$ cat src/hw/wdrt_pkg.sv
package wdrt_pkg;

    // counter geometry
    localparam int unsigned CNT_W              = 24;
    localparam logic [23:0] CNT_ZERO           = 24'h00_0000;
    localparam logic [23:0] CNT_MAX            = 24'hff_ffff;
    localparam logic [23:0] RELOAD_RST         = 24'h00_ffff;

    // register byte offsets on the avalon slave (word aligned)
    localparam logic [3:0]  OFS_CTRL           = 4'h0;
    localparam logic [3:0]  OFS_RELOAD         = 4'h4;
    localparam logic [3:0]  OFS_STATUS         = 4'h8;
    localparam logic [3:0]  OFS_MASK           = 4'hc;

    // control register fields
    localparam int unsigned CTRL_EN_BIT        = 0;
    localparam int unsigned CTRL_REFRESH_BIT   = 1;

    // status / mask fields
    localparam int unsigned ST_TIMEOUT_BIT     = 0;
    localparam int unsigned ST_STOP_BIT        = 1;
    localparam int unsigned ST_W               = 2;

    // reset values
    localparam logic [1:0]  MASK_RST           = 2'h0;
    localparam logic [31:0] UNMAPPED_RDATA     = 32'h0000_0000;

    typedef enum logic [1:0] {
        WDRT_IDLE,
        WDRT_LOAD,
        WDRT_COUNT
    } wdrt_state_e;

endpackage

$ cat src/hw/wdrt_sync.sv
`timescale 1ns/10ps
`default_nettype none

// three-stage synchroniser; a change counts once stages two and three agree
module wdrt_sync
(
    input  wire logic clk_sys,
    input  wire logic rst,
    input  wire logic d_in,
    output logic      q_out
);

    logic s1_ff;
    logic s2_ff;
    logic s3_ff;
    logic q_ff;

    // s1 feeds only s2, so no logic ever sees a metastable level
    always_ff @(posedge clk_sys)
    begin
        if (rst)
        begin
            s1_ff <= 1'b0;
            s2_ff <= 1'b0;
            s3_ff <= 1'b0;
            q_ff  <= 1'b0;
        end
        else
        begin
            s1_ff <= d_in;
            s2_ff <= s1_ff;
            s3_ff <= s2_ff;
            if (s2_ff == s3_ff)
            begin
                q_ff <= s3_ff;
            end
        end
    end

    assign q_out = q_ff;

endmodule

`default_nettype wire

$ cat src/hw/wdrt_top.sv
// The implementer's own choices: register access over Avalon-MM and the address map.
`timescale 1ns/10ps
`default_nettype none

// Functional notes
// - on first enable, load counter from reload register before counting.
// - counter decrements toward zero every cycle unless refreshed.
// - refresh instruction reloads counter from reload value, then counting resumes.
// - while debug unit holds debug mode, counter is refreshed every cycle.
// - time-out is recognised when the counter reaches zero.
// - option bit selects interrupt or system reset as time-out response.
// - interrupt response sets time-out flag and requests an interrupt.
// - after interrupt time-out counter wraps to all ones, no reload.
// - reading the status register clears the time-out flag.
// - interrupt-response time-out in stop mode starts stop recovery and requests an interrupt.
// - interrupt-response time-out in stop mode sets both time-out and stop flags.
module wdrt_top
(
    input  wire logic        clk_sys,
    input  wire logic        rst,
    // avalon-mm slave
    input  wire logic [3:0]  avs_address,
    input  wire logic        avs_read,
    input  wire logic        avs_write,
    input  wire logic [31:0] avs_writedata,
    input  wire logic [3:0]  avs_byteenable,
    output logic [31:0]      avs_readdata,
    output logic             avs_waitrequest,
    // core side
    input  wire logic        watchdog_refresh_instruction,
    input  wire logic        timeout_response_select,
    input  wire logic        debug_unit_active,
    input  wire logic        stop_mode,
    // results
    output logic             wdt_irq_req,
    output logic             irq,
    output logic             system_reset_req,
    output logic             stop_recovery_req,
    output logic [23:0]      count_value
);
    import wdrt_pkg::*;

    ////////////////////////////////////////////////////////////////////////////
    // signals

    logic              stop_sync;
    logic              debug_sync;
    logic              en_ff;
    logic [CNT_W-1:0]  reload_ff;
    logic [CNT_W-1:0]  cnt_ff;
    logic [CNT_W-1:0]  nxt_cnt;
    logic [ST_W-1:0]   status_ff;
    logic [ST_W-1:0]   mask_ff;
    logic [31:0]       rdata_ff;
    logic              ack_ff;
    logic              sw_refresh_ff;
    wdrt_state_e       state_ff;
    logic              timeout;
    logic              refresh;
    logic              wr_go;
    logic              rd_go;
    logic              irq_ff;
    logic              rst_req_ff;
    logic              stop_rec_ff;

    ////////////////////////////////////////////////////////////////////////////
    // pin inputs from other domains

    // stop and debug come from pins of the power / debug logic
    wdrt_sync u_sync_stop
    (
        .clk_sys (clk_sys),
        .rst     (rst),
        .d_in    (stop_mode),
        .q_out   (stop_sync)
    );

    wdrt_sync u_sync_dbg
    (
        .clk_sys (clk_sys),
        .rst     (rst),
        .d_in    (debug_unit_active),
        .q_out   (debug_sync)
    );

    ////////////////////////////////////////////////////////////////////////////
    // avalon slave: one wait state, answer on the second cycle of a request

    assign wr_go           = avs_write && ack_ff;
    assign rd_go           = avs_read && ack_ff;
    assign avs_waitrequest = (avs_read || avs_write) && !ack_ff;
    assign avs_readdata    = rdata_ff;

    // ack toggles so that a held request completes exactly once
    always_ff @(posedge clk_sys)
    begin
        if (rst)
        begin
            ack_ff <= 1'b0;
        end
        else
        begin
            ack_ff <= (avs_read || avs_write) && !ack_ff;
        end
    end

    // read data is captured in the wait cycle so it stands at the ack edge
    always_ff @(posedge clk_sys)
    begin
        if (rst)
        begin
            rdata_ff <= UNMAPPED_RDATA;
        end
        else if (avs_read && !ack_ff)
        begin
            unique case (avs_address)
                OFS_CTRL:   rdata_ff <= {30'h000_0000, 1'b0, en_ff};
                OFS_RELOAD: rdata_ff <= {8'h00, reload_ff};
                OFS_STATUS: rdata_ff <= {30'h000_0000, status_ff};
                OFS_MASK:   rdata_ff <= {30'h000_0000, mask_ff};
                default:    rdata_ff <= UNMAPPED_RDATA;
            endcase
        end
    end

    ////////////////////////////////////////////////////////////////////////////
    // software registers

    // enable bit only rises by software; reset is the only way back down
    always_ff @(posedge clk_sys)
    begin
        if (rst)
        begin
            en_ff         <= 1'b0;
            reload_ff     <= RELOAD_RST;
            mask_ff       <= MASK_RST;
            sw_refresh_ff <= 1'b0;
        end
        else
        begin
            sw_refresh_ff <= 1'b0;
            if (wr_go && avs_address == OFS_CTRL && avs_byteenable[0])
            begin
                en_ff         <= en_ff | avs_writedata[CTRL_EN_BIT];
                sw_refresh_ff <= avs_writedata[CTRL_REFRESH_BIT];
            end
            if (wr_go && avs_address == OFS_RELOAD)
            begin
                if (avs_byteenable[0]) reload_ff[7:0]   <= avs_writedata[7:0];
                if (avs_byteenable[1]) reload_ff[15:8]  <= avs_writedata[15:8];
                if (avs_byteenable[2]) reload_ff[23:16] <= avs_writedata[23:16];
            end
            if (wr_go && avs_address == OFS_MASK && avs_byteenable[0])
            begin
                mask_ff <= avs_writedata[ST_W-1:0];
            end
        end
    end

    ////////////////////////////////////////////////////////////////////////////
    // counter

    assign refresh = watchdog_refresh_instruction || sw_refresh_ff || debug_sync;
    assign timeout = (state_ff == WDRT_COUNT) && (cnt_ff == CNT_ZERO) && !refresh;

    // state: idle until enabled, one load cycle, then counting
    always_ff @(posedge clk_sys)
    begin
        if (rst)
        begin
            state_ff <= WDRT_IDLE;
        end
        else
        begin
            unique case (state_ff)
                WDRT_IDLE:  if (en_ff) state_ff <= WDRT_LOAD;
                WDRT_LOAD:  state_ff <= WDRT_COUNT;
                WDRT_COUNT: state_ff <= WDRT_COUNT;
            endcase
        end
    end

    always_comb
    begin
        nxt_cnt = cnt_ff;
        unique case (state_ff)
            WDRT_IDLE:  nxt_cnt = cnt_ff;
            WDRT_LOAD:  nxt_cnt = reload_ff;
            WDRT_COUNT:
            begin
                if (refresh)
                    nxt_cnt = reload_ff;
                else if (cnt_ff == CNT_ZERO)
                    nxt_cnt = CNT_MAX;
                else
                    nxt_cnt = cnt_ff - 24'h00_0001;
            end
        endcase
    end

    always_ff @(posedge clk_sys)
    begin
        if (rst)
            cnt_ff <= CNT_ZERO;
        else
            cnt_ff <= nxt_cnt;
    end

    assign count_value = cnt_ff;

    ////////////////////////////////////////////////////////////////////////////
    // status flags: set wins over the clear-on-read

    always_ff @(posedge clk_sys)
    begin
        if (rst)
        begin
            status_ff <= '0;
        end
        else
        begin
            // clear only what the read reported, so a time-out that lands between
            // the capture and the completing edge is not lost
            if (rd_go && avs_address == OFS_STATUS)
                status_ff <= status_ff & ~rdata_ff[ST_W-1:0];
            if (timeout && !timeout_response_select)
            begin
                status_ff[ST_TIMEOUT_BIT] <= 1'b1;
                if (stop_sync)
                    status_ff[ST_STOP_BIT] <= 1'b1;
            end
        end
    end

    ////////////////////////////////////////////////////////////////////////////
    // time-out responses, registered one cycle after the zero

    always_ff @(posedge clk_sys)
    begin
        if (rst)
        begin
            rst_req_ff  <= 1'b0;
            stop_rec_ff <= 1'b0;
            irq_ff      <= 1'b0;
        end
        else
        begin
            rst_req_ff  <= timeout && timeout_response_select;
            stop_rec_ff <= timeout && !timeout_response_select && stop_sync;
            irq_ff      <= |(nxt_status() & mask_ff);
        end
    end

    // status value as it will stand after this edge, so irq tracks the flags
    function automatic logic [ST_W-1:0] nxt_status();
        logic [ST_W-1:0] s;
        s = status_ff;
        if (rd_go && avs_address == OFS_STATUS)
            s = s & ~rdata_ff[ST_W-1:0];
        if (timeout && !timeout_response_select)
        begin
            s[ST_TIMEOUT_BIT] = 1'b1;
            if (stop_sync)
                s[ST_STOP_BIT] = 1'b1;
        end
        return s;
    endfunction

    // level request to the interrupt controller while the time-out flag stands;
    // the core defers servicing until stop recovery is done
    assign wdt_irq_req       = status_ff[ST_TIMEOUT_BIT];
    assign irq               = irq_ff;
    assign system_reset_req  = rst_req_ff;
    assign stop_recovery_req = stop_rec_ff;
endmodule

`default_nettype wire

$ cat config.mk
export PLATFORM = sky130hd
export DESIGN_NAME = wdrt_top
export DESIGN_NICKNAME = d
export VERILOG_FILES = /design/src/hw/wdrt_pkg.sv /design/src/hw/wdrt_sync.sv /design/src/hw/wdrt_top.sv
export SDC_FILE = /design/constraint.sdc
export NUM_CORES = 1
export LEC_CHECK = 0
export BUFFER_PORTS_ARGS = -buffer_cell sky130_fd_sc_hd__buf_2
export CAP_MARGIN = 20
export CORE_AREA = 2 2 76 133
export CTS_BUF_LIST = sky130_fd_sc_hd__clkbuf_8 sky130_fd_sc_hd__clkbuf_16
export CTS_CLUSTER_DIAMETER = 40
export DETAILED_ROUTE_END_ITERATION = 7
export DIE_AREA = 0 0 78 135
export PLACE_DENSITY = 0.8
export SLEW_MARGIN = 10
export SYNTH_ARGS = -nofsm -noshare
export SYNTH_HDL_FRONTEND = slang
export SYNTH_HIERARCHICAL = 1
export SYNTH_SLANG_ARGS = --single-unit
$ cat constraint.sdc
create_clock -name clk_sys -period 5.94 [get_ports clk_sys]
set_clock_uncertainty 0.15 [all_clocks]
set_input_delay 0.594 -clock clk_sys [delete_from_list [all_inputs] [get_ports clk_sys]]
set_output_delay 0.594 -clock clk_sys [all_outputs]
set_load 0.01 [all_outputs]
* Word-level counts from Yosys, hierarchy flattened *
Cells that the tools add are included.

word-level totals
  flip-flop bits (word level) = 100

cells by class
  add/subtract/negate cells = 1
  equality and inequality tests = 8
  muxes and demuxes = 10
  bitwise gates (word level) = 5
  reductions and logical operators = 30

operators by type and width
  cell                     number
  $pmux W24 S4             1
  $mux W24                 2
  $pmux W24 S2             1
  $logic_not A24 Y1        1
  $sub A24 B1 Y24 const B  1
  $logic_and A1 B1 Y1      15
  $eq A4 B4 Y1 const B     2
  $mux W2                  4
  $reduce_and A2 Y1        3
  $reduce_or A2 Y1         3
  $and A2 B2 Y2            2
  $eq A4 B3 Y1 const B     1
  $logic_not A4 Y1         1
  $pmux W2 S2              1
  $logic_not A1 Y1         3
  $logic_or A1 B1 Y1       3
  $eq A1 B1 Y1             2
  $eq A2 B1 Y1 const B     1
  $eq A2 B2 Y1 const B     1
  $logic_not A2 Y1         1
  $ne A2 B2 Y1 const B     1
  $not A2 Y2               1
  $mux W1                  1
  $not A1 Y1               1
  $or A1 B1 Y1             1

* Longest topological paths before layout *
Gate-level depths: netlist of run 1.

  word-level depth = 9
  depth in mapped cells = 8
  gate-level depth less buffers = 7

* Modules after synthesis *
Netlist of run 1, hierarchy kept.

by module, submodules not included
  module     instances  cells each  area each (um2)  sequential area each (um2)
  wdrt_top   1          456         3941.3           1681.6
  wdrt_sync  2          10          112.6            80.1

* Least setup slack after synthesis of run 1 *
No wires, ideal clock.

  path type = in2reg
  from = input watchdog_refresh_instruction
  to = register cnt_ff[8] (netlist: count_value[8])
  library setup time = 0.058 ns
  arrival = 1.983 ns
  slack = 3.749 ns
  cell stages on the path = 6
  buffers on the path = 1
  cell sequence = or4b_1 -> nand2_1 -> clkbuf_1 -> nor2_1 -> a311oi_1 -> o21a_1

on the way
  longest elaborated chain between the ends = 4

ends and longest elaborated chain
  what                              line             text
  from (decl)                       wdrt_top.sv:30   input wire logic watchdog_refresh_instruction,
  $logic_or A1 B1 Y1 (2 in series)  wdrt_top.sv:163  assign refresh = watchdog_refresh_instruction || sw_refresh_ff || debug_sync;
  $mux W24                          wdrt_top.sv:191  if (refresh)
  $pmux W24 S2                      wdrt_top.sv:186  unique case (state_ff)
  to (signal assigned)              wdrt_top.sv:206  cnt_ff <= nxt_cnt;
  to (decl)                         wdrt_top.sv:50   logic [CNT_W-1:0] cnt_ff;

No other way between the ends.
A chain may end at the register's enable or synchronous reset.

* Final worst setup path of run 1 *
  from = register state_ff[0]
  to = register cnt_ff[15] (netlist: count_value[15])

on the way
  longest elaborated chain between the ends = 2
  elaborated cells on any way between the ends = 4
  those cells by class = 2 x eq/ne; 1 x mux; 1 x reduce/logical

ends and longest elaborated chain
  what                                          line             text
  from (decl)                                   wdrt_top.sv:57   wdrt_state_e state_ff;
  from (signal assigned)                        wdrt_top.sv:171  state_ff <= WDRT_IDLE;
  from (signal assigned)                        wdrt_top.sv:176  WDRT_IDLE: if (en_ff) state_ff <= WDRT_LOAD;
  from (signal assigned)                        wdrt_top.sv:177  WDRT_LOAD: state_ff <= WDRT_COUNT;
  $eq A2 B2 Y1 or $eq A2 B1 Y1 (tied branches)  wdrt_top.sv:186
  $pmux W24 S2                                  wdrt_top.sv:186

Several ways; a longest one is shown, not always the timed one.

==> results of run 1 <==
==> layout by cell type, fill, tap and decap left out, drive strengths merged, types with 8 or more instances in the layout <==
master,Yosys,final
buf,12,96
dfxtp,92,92
nand2,57,57
a21oi,44,44
nor2,43,43
mux2i,30,30
nand3,28,28
nor3,20,20
o21ai,19,19
inv,9,11
nor2b,10,10
clkbuf,22,9
nor4,9,9
nand4,9,9
conb,1,8
==> critical path: cells and delay by family, from the launching register on <==
kind	cells	cell delay [ns]
simple gates	2	0.59
compound gates	2	0.42
fa+ha+maj	1	0.53
flops	1	0.32
buf+inv	2	0.56
==> final timing paths <==
path / cells after the start / start / slack [ns] / to
worst max-delay path: 7 / state_ff[0] / 3.31 / count_value[15]
worst min-delay path: 1 / u_sync_stop/s1_ff / 0.29 / u_sync_stop/s2_ff
worst max register to register: 7 / state_ff[0] / 3.31 / count_value[15]
worst min register to register: 1 / u_sync_stop/s1_ff / 0.29 / u_sync_stop/s2_ff
==> kinds of logic (layout without fill, tap and decap cells) <==
family,Yosys count,count (layout)
and+or+nand+nor,201,201
DFF,92,92
other,1,8
adders and majority gates,4,4
muxes,32,32
AOI/OAI and AO/OA,102,102
buffers and inverters,44,122
==> flip-flops by register name (all words and copies together), names as in the netlist, 2 cells and up <==
name,count
avs_readdata,24
count_value,24
mask_ff,2
reload_ff,24
state_ff,2
status_ff,2
==> layer usage <==
metal	wire (microns)	up-vias	global-route usage
li1	-	1864	-
met1	4480	1816	0.253
met2	5970	143	0.393
met3	512	40	0.0294
met4	498	0	0.149
met5	0	-	0
==> synth_stat cells (4+ instances only) <==
master	instances
dfxtp_1	92
nand2_1	57
a21oi_1	44
nor2_1	43
mux2i_1	30
nand3_1	28
clkbuf_1	22
nor3_1	17
o21ai_0	16
nor2b_1	10
buf_4	9
inv_1	9
nor4_1	8
o221ai_1	6
and3_1	5
nand4_1	5
a311oi_1	4
ha_1	4
o21a_1	4
==> power groups by stage <==
stage | clock network (mW) | registers [mW] | logic [mW]
3_3_place_gp | 0 | 0.848 | 1.12
6_report | 0.618 | 0.847 | 1.17
2_1_floorplan | 0 | 0.850 | 0.832
4_1_cts | 0.624 | 0.844 | 1.16
5_1_grt | 0.646 | 0.861 | 1.30
3_5_place_dp | 0 | 0.856 | 1.15
==> cell type report <==
cell class                 instances  area [sq um]  area share
sequential                        92          1840       0.368
multi-input combinational        347          2160       0.431
clock buffer                       9           225      0.0450
timing repair buffer              96           493      0.0985
clock inverter                     7          98.8      0.0197
tap                              122           153      0.0305
inverter                          10          37.5     0.00750
==> run summary, run 1 <==
Setup violations, final - 0
Worst-Skew Late Latency - 0.34 ns
DP HPWL - 8.30 mm
Core box area - 9410 sq um
Relative slew slack - 0.362
Routability cong. - 0.922
Highest Clock Rate - 380 MHz
Outcome - finished clean
Number of port buffers - 91
CP max stage cell - ha_1
Placed cells - 667
Average vias per placed instance - 5.66
Yosys top cell area share - 0.442
Ys Warns - 6
Synth Area in Adders - 0.0120
Total congestion overflow - 0
Die X-Extent - 78 microns
Post-CTS setup buffer count - 0
Clock transition at the registers of the reported paths - 0.07 ns
Post-route ant nets - 0
Post-Synth XOR/XNOR Area - 0
Comb pwr share - 0.445
CTS buffer count - 9
Fillers - 892
Die area - 10500 sq um
Syn Std Cell Area - 4170 sq um
Overall routed net length - 11.5 mm
Mux contribution to synthesized area - 0.0802
Setup TNS - 0 ns
Synth area leader - dfxtp_1
Setup crit start kind - flop
Req. time, crit path - 6.08 ns
Initial antenna violation count - 0
Power Total - 2.64 mW
Worst hold path type - reg2reg
Worst-path cell chain - inv_1 -> ha_1 -> inv_1 -> nand2_1 -> nor2_1 -> a311oi_1 -> o21a_1
Worst Setup End Kind - flop
Die Y - 135 microns
Post-synth EDFFs - 0
Post-route cell area - 5010 sq um
First-pass GRT wire length - 18.7 mm
DR iter-0 viols - 286
Largest family of logic cells by synthesized area - simple AND/OR/NAND/NOR gates
Hold Slack - 0.290 ns
Final hold violation count - 0
Cts hold-fix bufs - 0
Clock power share - 0.234
Share of flip-flops with an asynchronous set or reset - 0
Sequential power share - 0.321
Leakage dissipation - 2.18 nW
Post-DP Area - 4680 sq um
FP Rows - 47
CTS Buffer Depth - 2
Tcrit/Tclk final - 0.443
CTS Sinks - 92
Switch share - 0.429
P per Cell Area - 527 nW/um^2
Synthesized area per cell - 8.75 sq um
Synthesized instance count - 476
Htree depth - 3
GRT Overall Usage - 0.225
DR vias - 3863
Max-slew violations - 0
Routed length per instance - 16.8 microns
CTS tree - done
Cts repair resizes - 0
Total of max-cap violations - 0
Worst Path Max Fanout - 23
Fin crit period - 2.63 ns
Net Switching - 1.13 mW
Setup WS post-layout - 3.31 ns
Synth Area in Compound Gates - 0.161
First-pass iteration count of the detailed router - 5
RSZ-0062 raised after global routing - false
Critical path type - reg2reg
Sequential share of the synthesized area - 0.442
Pre-CTS WS - 3.15 ns
Vias in the first global route - 3863
Int Pwr - 1.51 mW
Top Ports - 109
Area Overhead vs Synth - 20.2%
Dominant cells by area after synthesis - dfxtp_1 (44%), mux2i_1 (7.2%), a21oi_1 (5.3%)
Starting Density - 0.443
Share of cells above drive strength 1 - 0.241
Finished Core Util - 0.532
Critical path arrival - 2.78 ns
ANT cells - 0
Yosys cell types - 64
Max incr delay on CP - 0.53 ns
DRC - 0
Pin count of the biggest net entering global routing - 64
Post-synthesis simple-gate area fraction - 0.256
Final nets - 608
Root Buffer Master - clkbuf_16
Slew @ Worst Pin - 0.957 ns
Post-synth top flop - dfxtp_1
VDD IR max - 0.266 mV
Critical path's most frequent cell - inv_1
Number of synthesized register bits - 92
Non-Filler Instances - 683
Power figures use the tool's default switching activity.
==> run 2: changes to the inputs <==
--- a/config.mk
+++ b/config.mk
@@ -12,7 +12,7 @@
 export CTS_CLUSTER_DIAMETER = 40
 export DETAILED_ROUTE_END_ITERATION = 7
 export DIE_AREA = 0 0 78 135
-export PLACE_DENSITY = 0.8
+export PLACE_DENSITY = 0.83
 export SLEW_MARGIN = 10
 export SYNTH_ARGS = -nofsm -noshare
 export SYNTH_HDL_FRONTEND = slang
==> constraint.sdc (replaced) <==
create_clock -name clk_sys -period 2.3 [get_ports clk_sys]
set_clock_uncertainty 0.15 [all_clocks]
set_input_delay 0.23 -clock clk_sys [delete_from_list [all_inputs] [get_ports clk_sys]]
set_output_delay 0.23 -clock clk_sys [all_outputs]
set_load 0.01 [all_outputs]
==> run 2 against run 1 <==
Net effect: critical path depth is 1 higher; worst hold slack worse by 0.28 ns; core utilization is 4.1 points higher; maximum frequency is 21% higher; sequential cell count stayed put; register-to-register slack worse by 3.2 ns; via count is 5.3% higher; critical endpoint is now count_value[16]; largest cell class unchanged; largest power group unchanged.
==> run summary, run 2 (synthesis gave the netlist of run 1 again) <==
Outcome - finished clean
Slew @ Worst Pin - 0.487 ns (-0.470 ns)
Min-delay src - avs_writedata[21]
Max-slew violations - 0 (unchanged)
Total of max-cap violations - 0 (unchanged)
Initial antenna violation count - 0 (unchanged)
Non-Filler Instances - 727 (+6.4%)
Pre-CTS WS - 0.0710 ns (-3.08 ns)
Final nets - 653 (+7.4%)
Average vias per placed instance - 5.59 (-1.1%)
DRC - 0 (unchanged)
Clock transition at the registers of the reported paths - 0.06 ns (about the same)
Die Y - 135 microns (unchanged)
CTS tree - done
Worst Reg-to-Reg Cells - 8 (+1)
GRT Overall Usage - 0.226 (+0.00116)
Setup violations, final - 0 (unchanged)
Worst-path cell chain - inv_1 -> ha_1 -> nor4b_2 -> buf_4 -> and2_1 -> nand3b_1 -> or3_1 -> o211a_1
Core box area - 9410 sq um (unchanged)
P per Cell Area - 1330 nW/um^2 (+150%)
Setup crit start kind - flop
Worst r2r src - count_value[0]
Fillers - 798 (-11%)
Starting Density - 0.443 (unchanged)
Reg2Reg Setup Slack - 0.12 ns (-3.18 ns)
Leakage dissipation - 2.38 nW (+8.8%)
First-pass GRT wire length - 18.8 mm (+0.37%)
DP HPWL - 8.68 mm (+4.5%)
VDD IR max - 0.682 mV (+160%)
Worst Path Max Fanout - 5 (-78%)
Routability cong. - 0.907 (-1.7%)
CTS Buffer Depth - 2 (unchanged)
Most common cell after layout, fill and taps aside - dfxtp_1
Vias in the first global route - 3934 (+1.8%)
Max incr delay on CP - 0.37 ns (-0.16 ns)
First-pass iteration count of the detailed router - 8 (+3)
Routed length per instance - 16.2 microns (-3.2%)
Post-route ant nets - 0 (unchanged)
Worst Setup End Kind - flop
Req. time, crit path - 2.38 ns (-3.70 ns)
CTS Sinks - 92 (unchanged)
Hold Path Sink - reload_ff[21]
ANT cells - 0 (unchanged)
Tcrit/Tclk final - 0.946 (+0.503)
Die X-Extent - 78 microns (unchanged)
Critical path arrival - 2.26 ns (-0.52 ns)
Relative slew slack - 0.672 (+0.310)
CP max stage cell - dfxtp_1
Most frequent cells in the layout - dfxtp_1 (92), buf_2 (91), nand2_1 (56), a21oi_1 (44), nor2_1 (42)
Worst reg2reg path endpoint - count_value[16]
Number of port buffers - 91 (unchanged)
Fin crit period - 2.18 ns (-0.456 ns)
Overall routed net length - 11.8 mm (+3.1%)
Total congestion overflow - 0 (unchanged)
RSZ-0062 raised after global routing - false
Area Overhead vs Synth - 29.4%
Share of cells above drive strength 1 - 0.264 (+0.0238)
DR vias - 4067 (+5.3%)
Htree depth - 3 (unchanged)
CTS buffer count - 9 (unchanged)
Setup WS post-layout - 0.124 ns (-3.18 ns)
Top Ports - 109 (unchanged)
Worst-Skew Late Latency - 0.34 ns (about the same)
DR iter-0 viols - 354 (+24%)
Pin count of the biggest net entering global routing - 33 (-48%)
Critical path type - reg2reg
FP Rows - 47 (unchanged)
Root Buffer Master - clkbuf_16
Setup TNS - 0 ns (unchanged)
Highest Clock Rate - 460 MHz (+21%)
Placed cells - 688 (+3.1%)
Final hold violation count - 0 (unchanged)
Die area - 10500 sq um (unchanged)
Hold depth - 3 (+2)
Worst hold path type - in2reg
[run 2: critical path: cells and delay by family, from the launching register on]
kind / cells / cell delay (ns)
buf+inv: 2 / 0.30
compound gates: 1 / 0.14
simple gates: 4 / 0.88
fa+ha+maj: 1 / 0.22
flops: 1 / 0.37
[run 2: metal layers]
| layer | up-vias | global-route usage | wire length (microns) |
|---|---|---|---|
| li1 | 1948 | - | - |
| met2 | 191 | 0.397 | 6200 |
| met3 | 41 | 0.0334 | 703 |
| met4 | 0 | 0.148 | 479 |
| met5 | - | 0 | 0 |
| met1 | 1887 | 0.250 | 4420 |
[run 2: final cells by class]
class / instances / area [sq um] / share of cell area
timing repair buffer: 141 / 891 / 0.165
clock inverter: 5 / 52.6 / 0.00974
multi-input combinational: 347 / 2180 / 0.404
clock buffer: 10 / 239 / 0.0443
tap: 122 / 153 / 0.0283
inverter: 10 / 37.5 / 0.00696
sequential: 92 / 1840 / 0.342
[run 2: how the worst max path moves through the flow]
stage	to	from	cells after the start	slack (ns)
after floorplan	count_value[8]	state_ff[0]	8	0.28
after global placement	count_value[16]	state_ff[0]	7	0.11
after detailed placement	count_value[4]	state_ff[0]	7	0.07
after CTS	count_value[4]	state_ff[0]	7	0.05
after global routing	count_value[14]	count_value[0]	7	0.001
final	count_value[16]	count_value[0]	8	0.12
[run 2: what timing repair did]
action / in CTS / in global routing
buffers inserted: 0 / 0
setup endpoints to repair: 0 / 7
hold buffers: 24 / 0
resized for setup: 0 / 5
hold endpoints to repair: 25 / 0
[run 2: power breakdown]
| group | total (mW) | internal, mW | switching (mW) |
|---|---|---|---|
| Clock | 1.45 | 0.859 | 0.595 |
| Combinational | 3.60 | 1.51 | 2.09 |
| Sequential | 2.14 | 1.81 | 0.332 |
[run 2: through the flow]
| stage | hold WS [ns] | util | cell area [sq um] | power [mW] |
|---|---|---|---|---|
| floorplan | 0.149 | - | 4190 | 4.35 |
| global placement | 0.274 | 0.514 | 4840 | 5.52 |
| detailed placement | 0.278 | 0.514 | 4840 | 5.60 |
| CTS | 0.000179 | 0.571 | 5370 | 7.10 |
| global route | 0.0206 | 0.573 | 5390 | 7.59 |
| finish | 0.00726 | 0.573 | 5390 | 7.19 |
==> run 3: changes to the inputs <==
--- a/config.mk
+++ b/config.mk
@@ -7,13 +7,12 @@
 export LEC_CHECK = 0
 export BUFFER_PORTS_ARGS = -buffer_cell sky130_fd_sc_hd__buf_2
 export CAP_MARGIN = 20
-export CORE_AREA = 2 2 76 133
+export CORE_AREA = 2 2 135 71
 export CTS_BUF_LIST = sky130_fd_sc_hd__clkbuf_8 sky130_fd_sc_hd__clkbuf_16
 export CTS_CLUSTER_DIAMETER = 40
 export DETAILED_ROUTE_END_ITERATION = 7
-export DIE_AREA = 0 0 78 135
-export PLACE_DENSITY = 0.83
-export SLEW_MARGIN = 10
+export DIE_AREA = 0 0 137 73
+export PLACE_DENSITY = 0.88
 export SYNTH_ARGS = -nofsm -noshare
 export SYNTH_HDL_FRONTEND = slang
 export SYNTH_HIERARCHICAL = 1
==> run 3 against run 2 <==
Net effect: maximum frequency shrank 1.3%; die area shrank 5.0%; first-iteration DRC count grew 66%; sequential cell count is the same; clock power grew 8%; global-route usage grew 5.7 points; count of clock-buffer cells in the layout shrank 1; wire length grew 16%; cell area grew 2.6%; setup slack lost 0.029 ns; power grew 6.7%; register-to-register slack lost 0.03 ns; largest cell class unchanged; largest power group unchanged.
==> run summary, run 3 (synthesis gave the netlist of run 1 again) <==
Outcome - finished clean
Critical path's most frequent cell - buf_4
First-pass GRT wire length - 21.3 mm (+13%)
Area Overhead vs Synth - 32.8%
Die Y - 73 microns (-46%)
Final hold violation count - 0 (unchanged)
DR vias - 4291 (+5.5%)
Final nets - 666 (+2.0%)
CTS Sinks - 92 (unchanged)
DP HPWL - 9.85 mm (+14%)
Pin count of the biggest net entering global routing - 45 (+36%)
Setup crit start kind - flop
Critical path arrival - 2.32 ns (+0.06 ns)
Req. time, crit path - 2.42 ns (+0.04 ns)
Setup WS post-layout - 0.0947 ns (-0.0292 ns)
Worst Setup SP - count_value[4]
DRC - 0 (unchanged)
Overall routed net length - 13.7 mm (+16%)
CTS tree - done
Htree depth - 3 (unchanged)
GRT Overall Usage - 0.283 (+0.0571)
Post-DP Area - 4910 sq um (+1.4%)
Fillers - 731 (-8.4%)
Starting Density - 0.463 (+0.0197)
Initial antenna violation count - 0 (unchanged)
Number of port buffers - 91 (unchanged)
DR iter-0 viols - 589 (+66%)
Post-route cell area - 5530 sq um (+2.6%)
Worst reg2reg path endpoint - count_value[0]
First-pass iteration count of the detailed router - 5 (-3)
Pre-CTS WS - 0.0206 ns (-0.0504 ns)
CTS buffer count - 9 (unchanged)
Setup violations, final - 0 (unchanged)
Worst Setup End Kind - flop
Hold Slack - 0.0161 ns (+0.00886 ns)
CTS Buffer Depth - 2 (unchanged)
Tcrit/Tclk final - 0.959 (+0.0127)
Placed cells - 696 (+1.2%)
CP Capture Point - count_value[0]
Routed length per instance - 18.5 microns (+14%)
Setup TNS - 0 ns (unchanged)
Average vias per placed instance - 5.81 (+3.8%)
Worst Reg-to-Reg Cells - 7 (-1)
CP max stage cell - dfxtp_1
Max incr delay on CP - 0.40 ns (+0.03 ns)
VDD IR max - 0.739 mV (+8.4%)
Routability cong. - 0.959 (+5.7%)
Most frequent cells in the layout - dfxtp_1 (92), buf_2 (91), nand2_1 (56), a21oi_1 (44), nor2_1 (42)
Max-slew violations - 0 (unchanged)
Worst hold path type - in2reg
Share of cells above drive strength 1 - 0.277 (+0.0122)
Worst-path cell chain - nor3_2 -> buf_4 -> nand4_1 -> o21ai_4 -> buf_4 -> o221ai_1 -> a21oi_1
Critical path type - reg2reg
Fin crit period - 2.21 ns (+0.0292 ns)
Worst Path Max Fanout - 6 (+1)
ANT cells - 0 (unchanged)
P per Cell Area - 1390 nW/um^2 (+4.0%)
Leakage dissipation - 2.46 nW (+3.6%)
Multi-input logic area - 2190 sq um (+0.69%)
Die X-Extent - 137 microns (+76%)
Worst r2r src - count_value[4]
Highest Clock Rate - 453 MHz (-1.3%)
Reg2Reg Setup Slack - 0.09 ns (-0.03 ns)
Vias in the first global route - 3992 (+1.5%)
Die area - 10000 sq um (-5.0%)
Post-route ant nets - 0 (unchanged)
FF+latch area - 1840 sq um (unchanged)
Top Ports - 109 (unchanged)
FP Rows - 25 (-47%)
Root Buffer Master - clkbuf_16
Most common cell after layout, fill and taps aside - dfxtp_1
Total congestion overflow - 0 (unchanged)
Clock transition at the registers of the reported paths - 0.06 ns (about the same)
Total of max-cap violations - 0 (unchanged)
Non-Filler Instances - 739 (+1.7%)
Worst-Skew Late Latency - 0.34 ns (about the same)
Core box area - 9010 sq um (-4.3%)
## run 3: changes by cell type in the layout (fill, tap and decap cells not counted), sizes merged
cell         change
bufinv           +1
buf             +11
clkbuf           -1
clkinv           -2
dlygate4sd3      +2
inv              +2
## run 3: how the worst min path moves through the flow
stage	startpoint	end	slack [ns]	cells past startpoint
floorplan	rst	u_sync_dbg/q_out	0.15	1
global placement	u_sync_stop/s1_ff	u_sync_stop/s2_ff	0.28	1
detailed placement	u_sync_stop/s1_ff	u_sync_stop/s2_ff	0.29	1
CTS	rst	state_ff[0]	0.008	2
global route	rst	state_ff[0]	0.02	2
finish	rst	state_ff[0]	0.02	2
## run 3: routing by layer
metal	routed length, microns	track usage	part of all wire
met5	0	0	0
met4	179	0.0756	0.013
met3	1810	0.0951	0.13
met2	5690	0.406	0.42
met1	5980	0.406	0.44
## run 3: where the power goes
group,switching [mW],internal (mW)
combinational,2.33,1.65
clock,0.620,0.948
sequential,0.320,1.81
## run 3: cell type report
class                   count  share of cell area
flip-flops and latches     92               0.333
inverters                  10             0.00679
repair buffers            154               0.180
clock buffers               9              0.0407
well taps                 121              0.0274
clock inverters             6              0.0161
multi-input cells         347               0.397
## run 3: per-stage QoR
step                      utilization  power [mW]
after floorplan                     -        4.35
final                           0.614        7.67
after detailed placement        0.545        5.86
after global placement          0.545        5.77
after global routing            0.614        8.07
after CTS                       0.608        7.46
## run 3: worst max-delay path: cells and delay by family (launching register included)
kind	cells	cell delay (ns)
buf+inv	2	0.42
compound gates	3	0.63
simple gates	2	0.51
flops	1	0.40
## run 3: timing repair
| action | CTS | global route |
|---|---|---|
| endpoints found under the setup margin | 0 | 13 |
| hold buffers | 26 | 0 |
| resized for setup | 0 | 8 |
| hold endpoints to repair | 26 | 0 |
| buffers inserted | 0 | 2 |
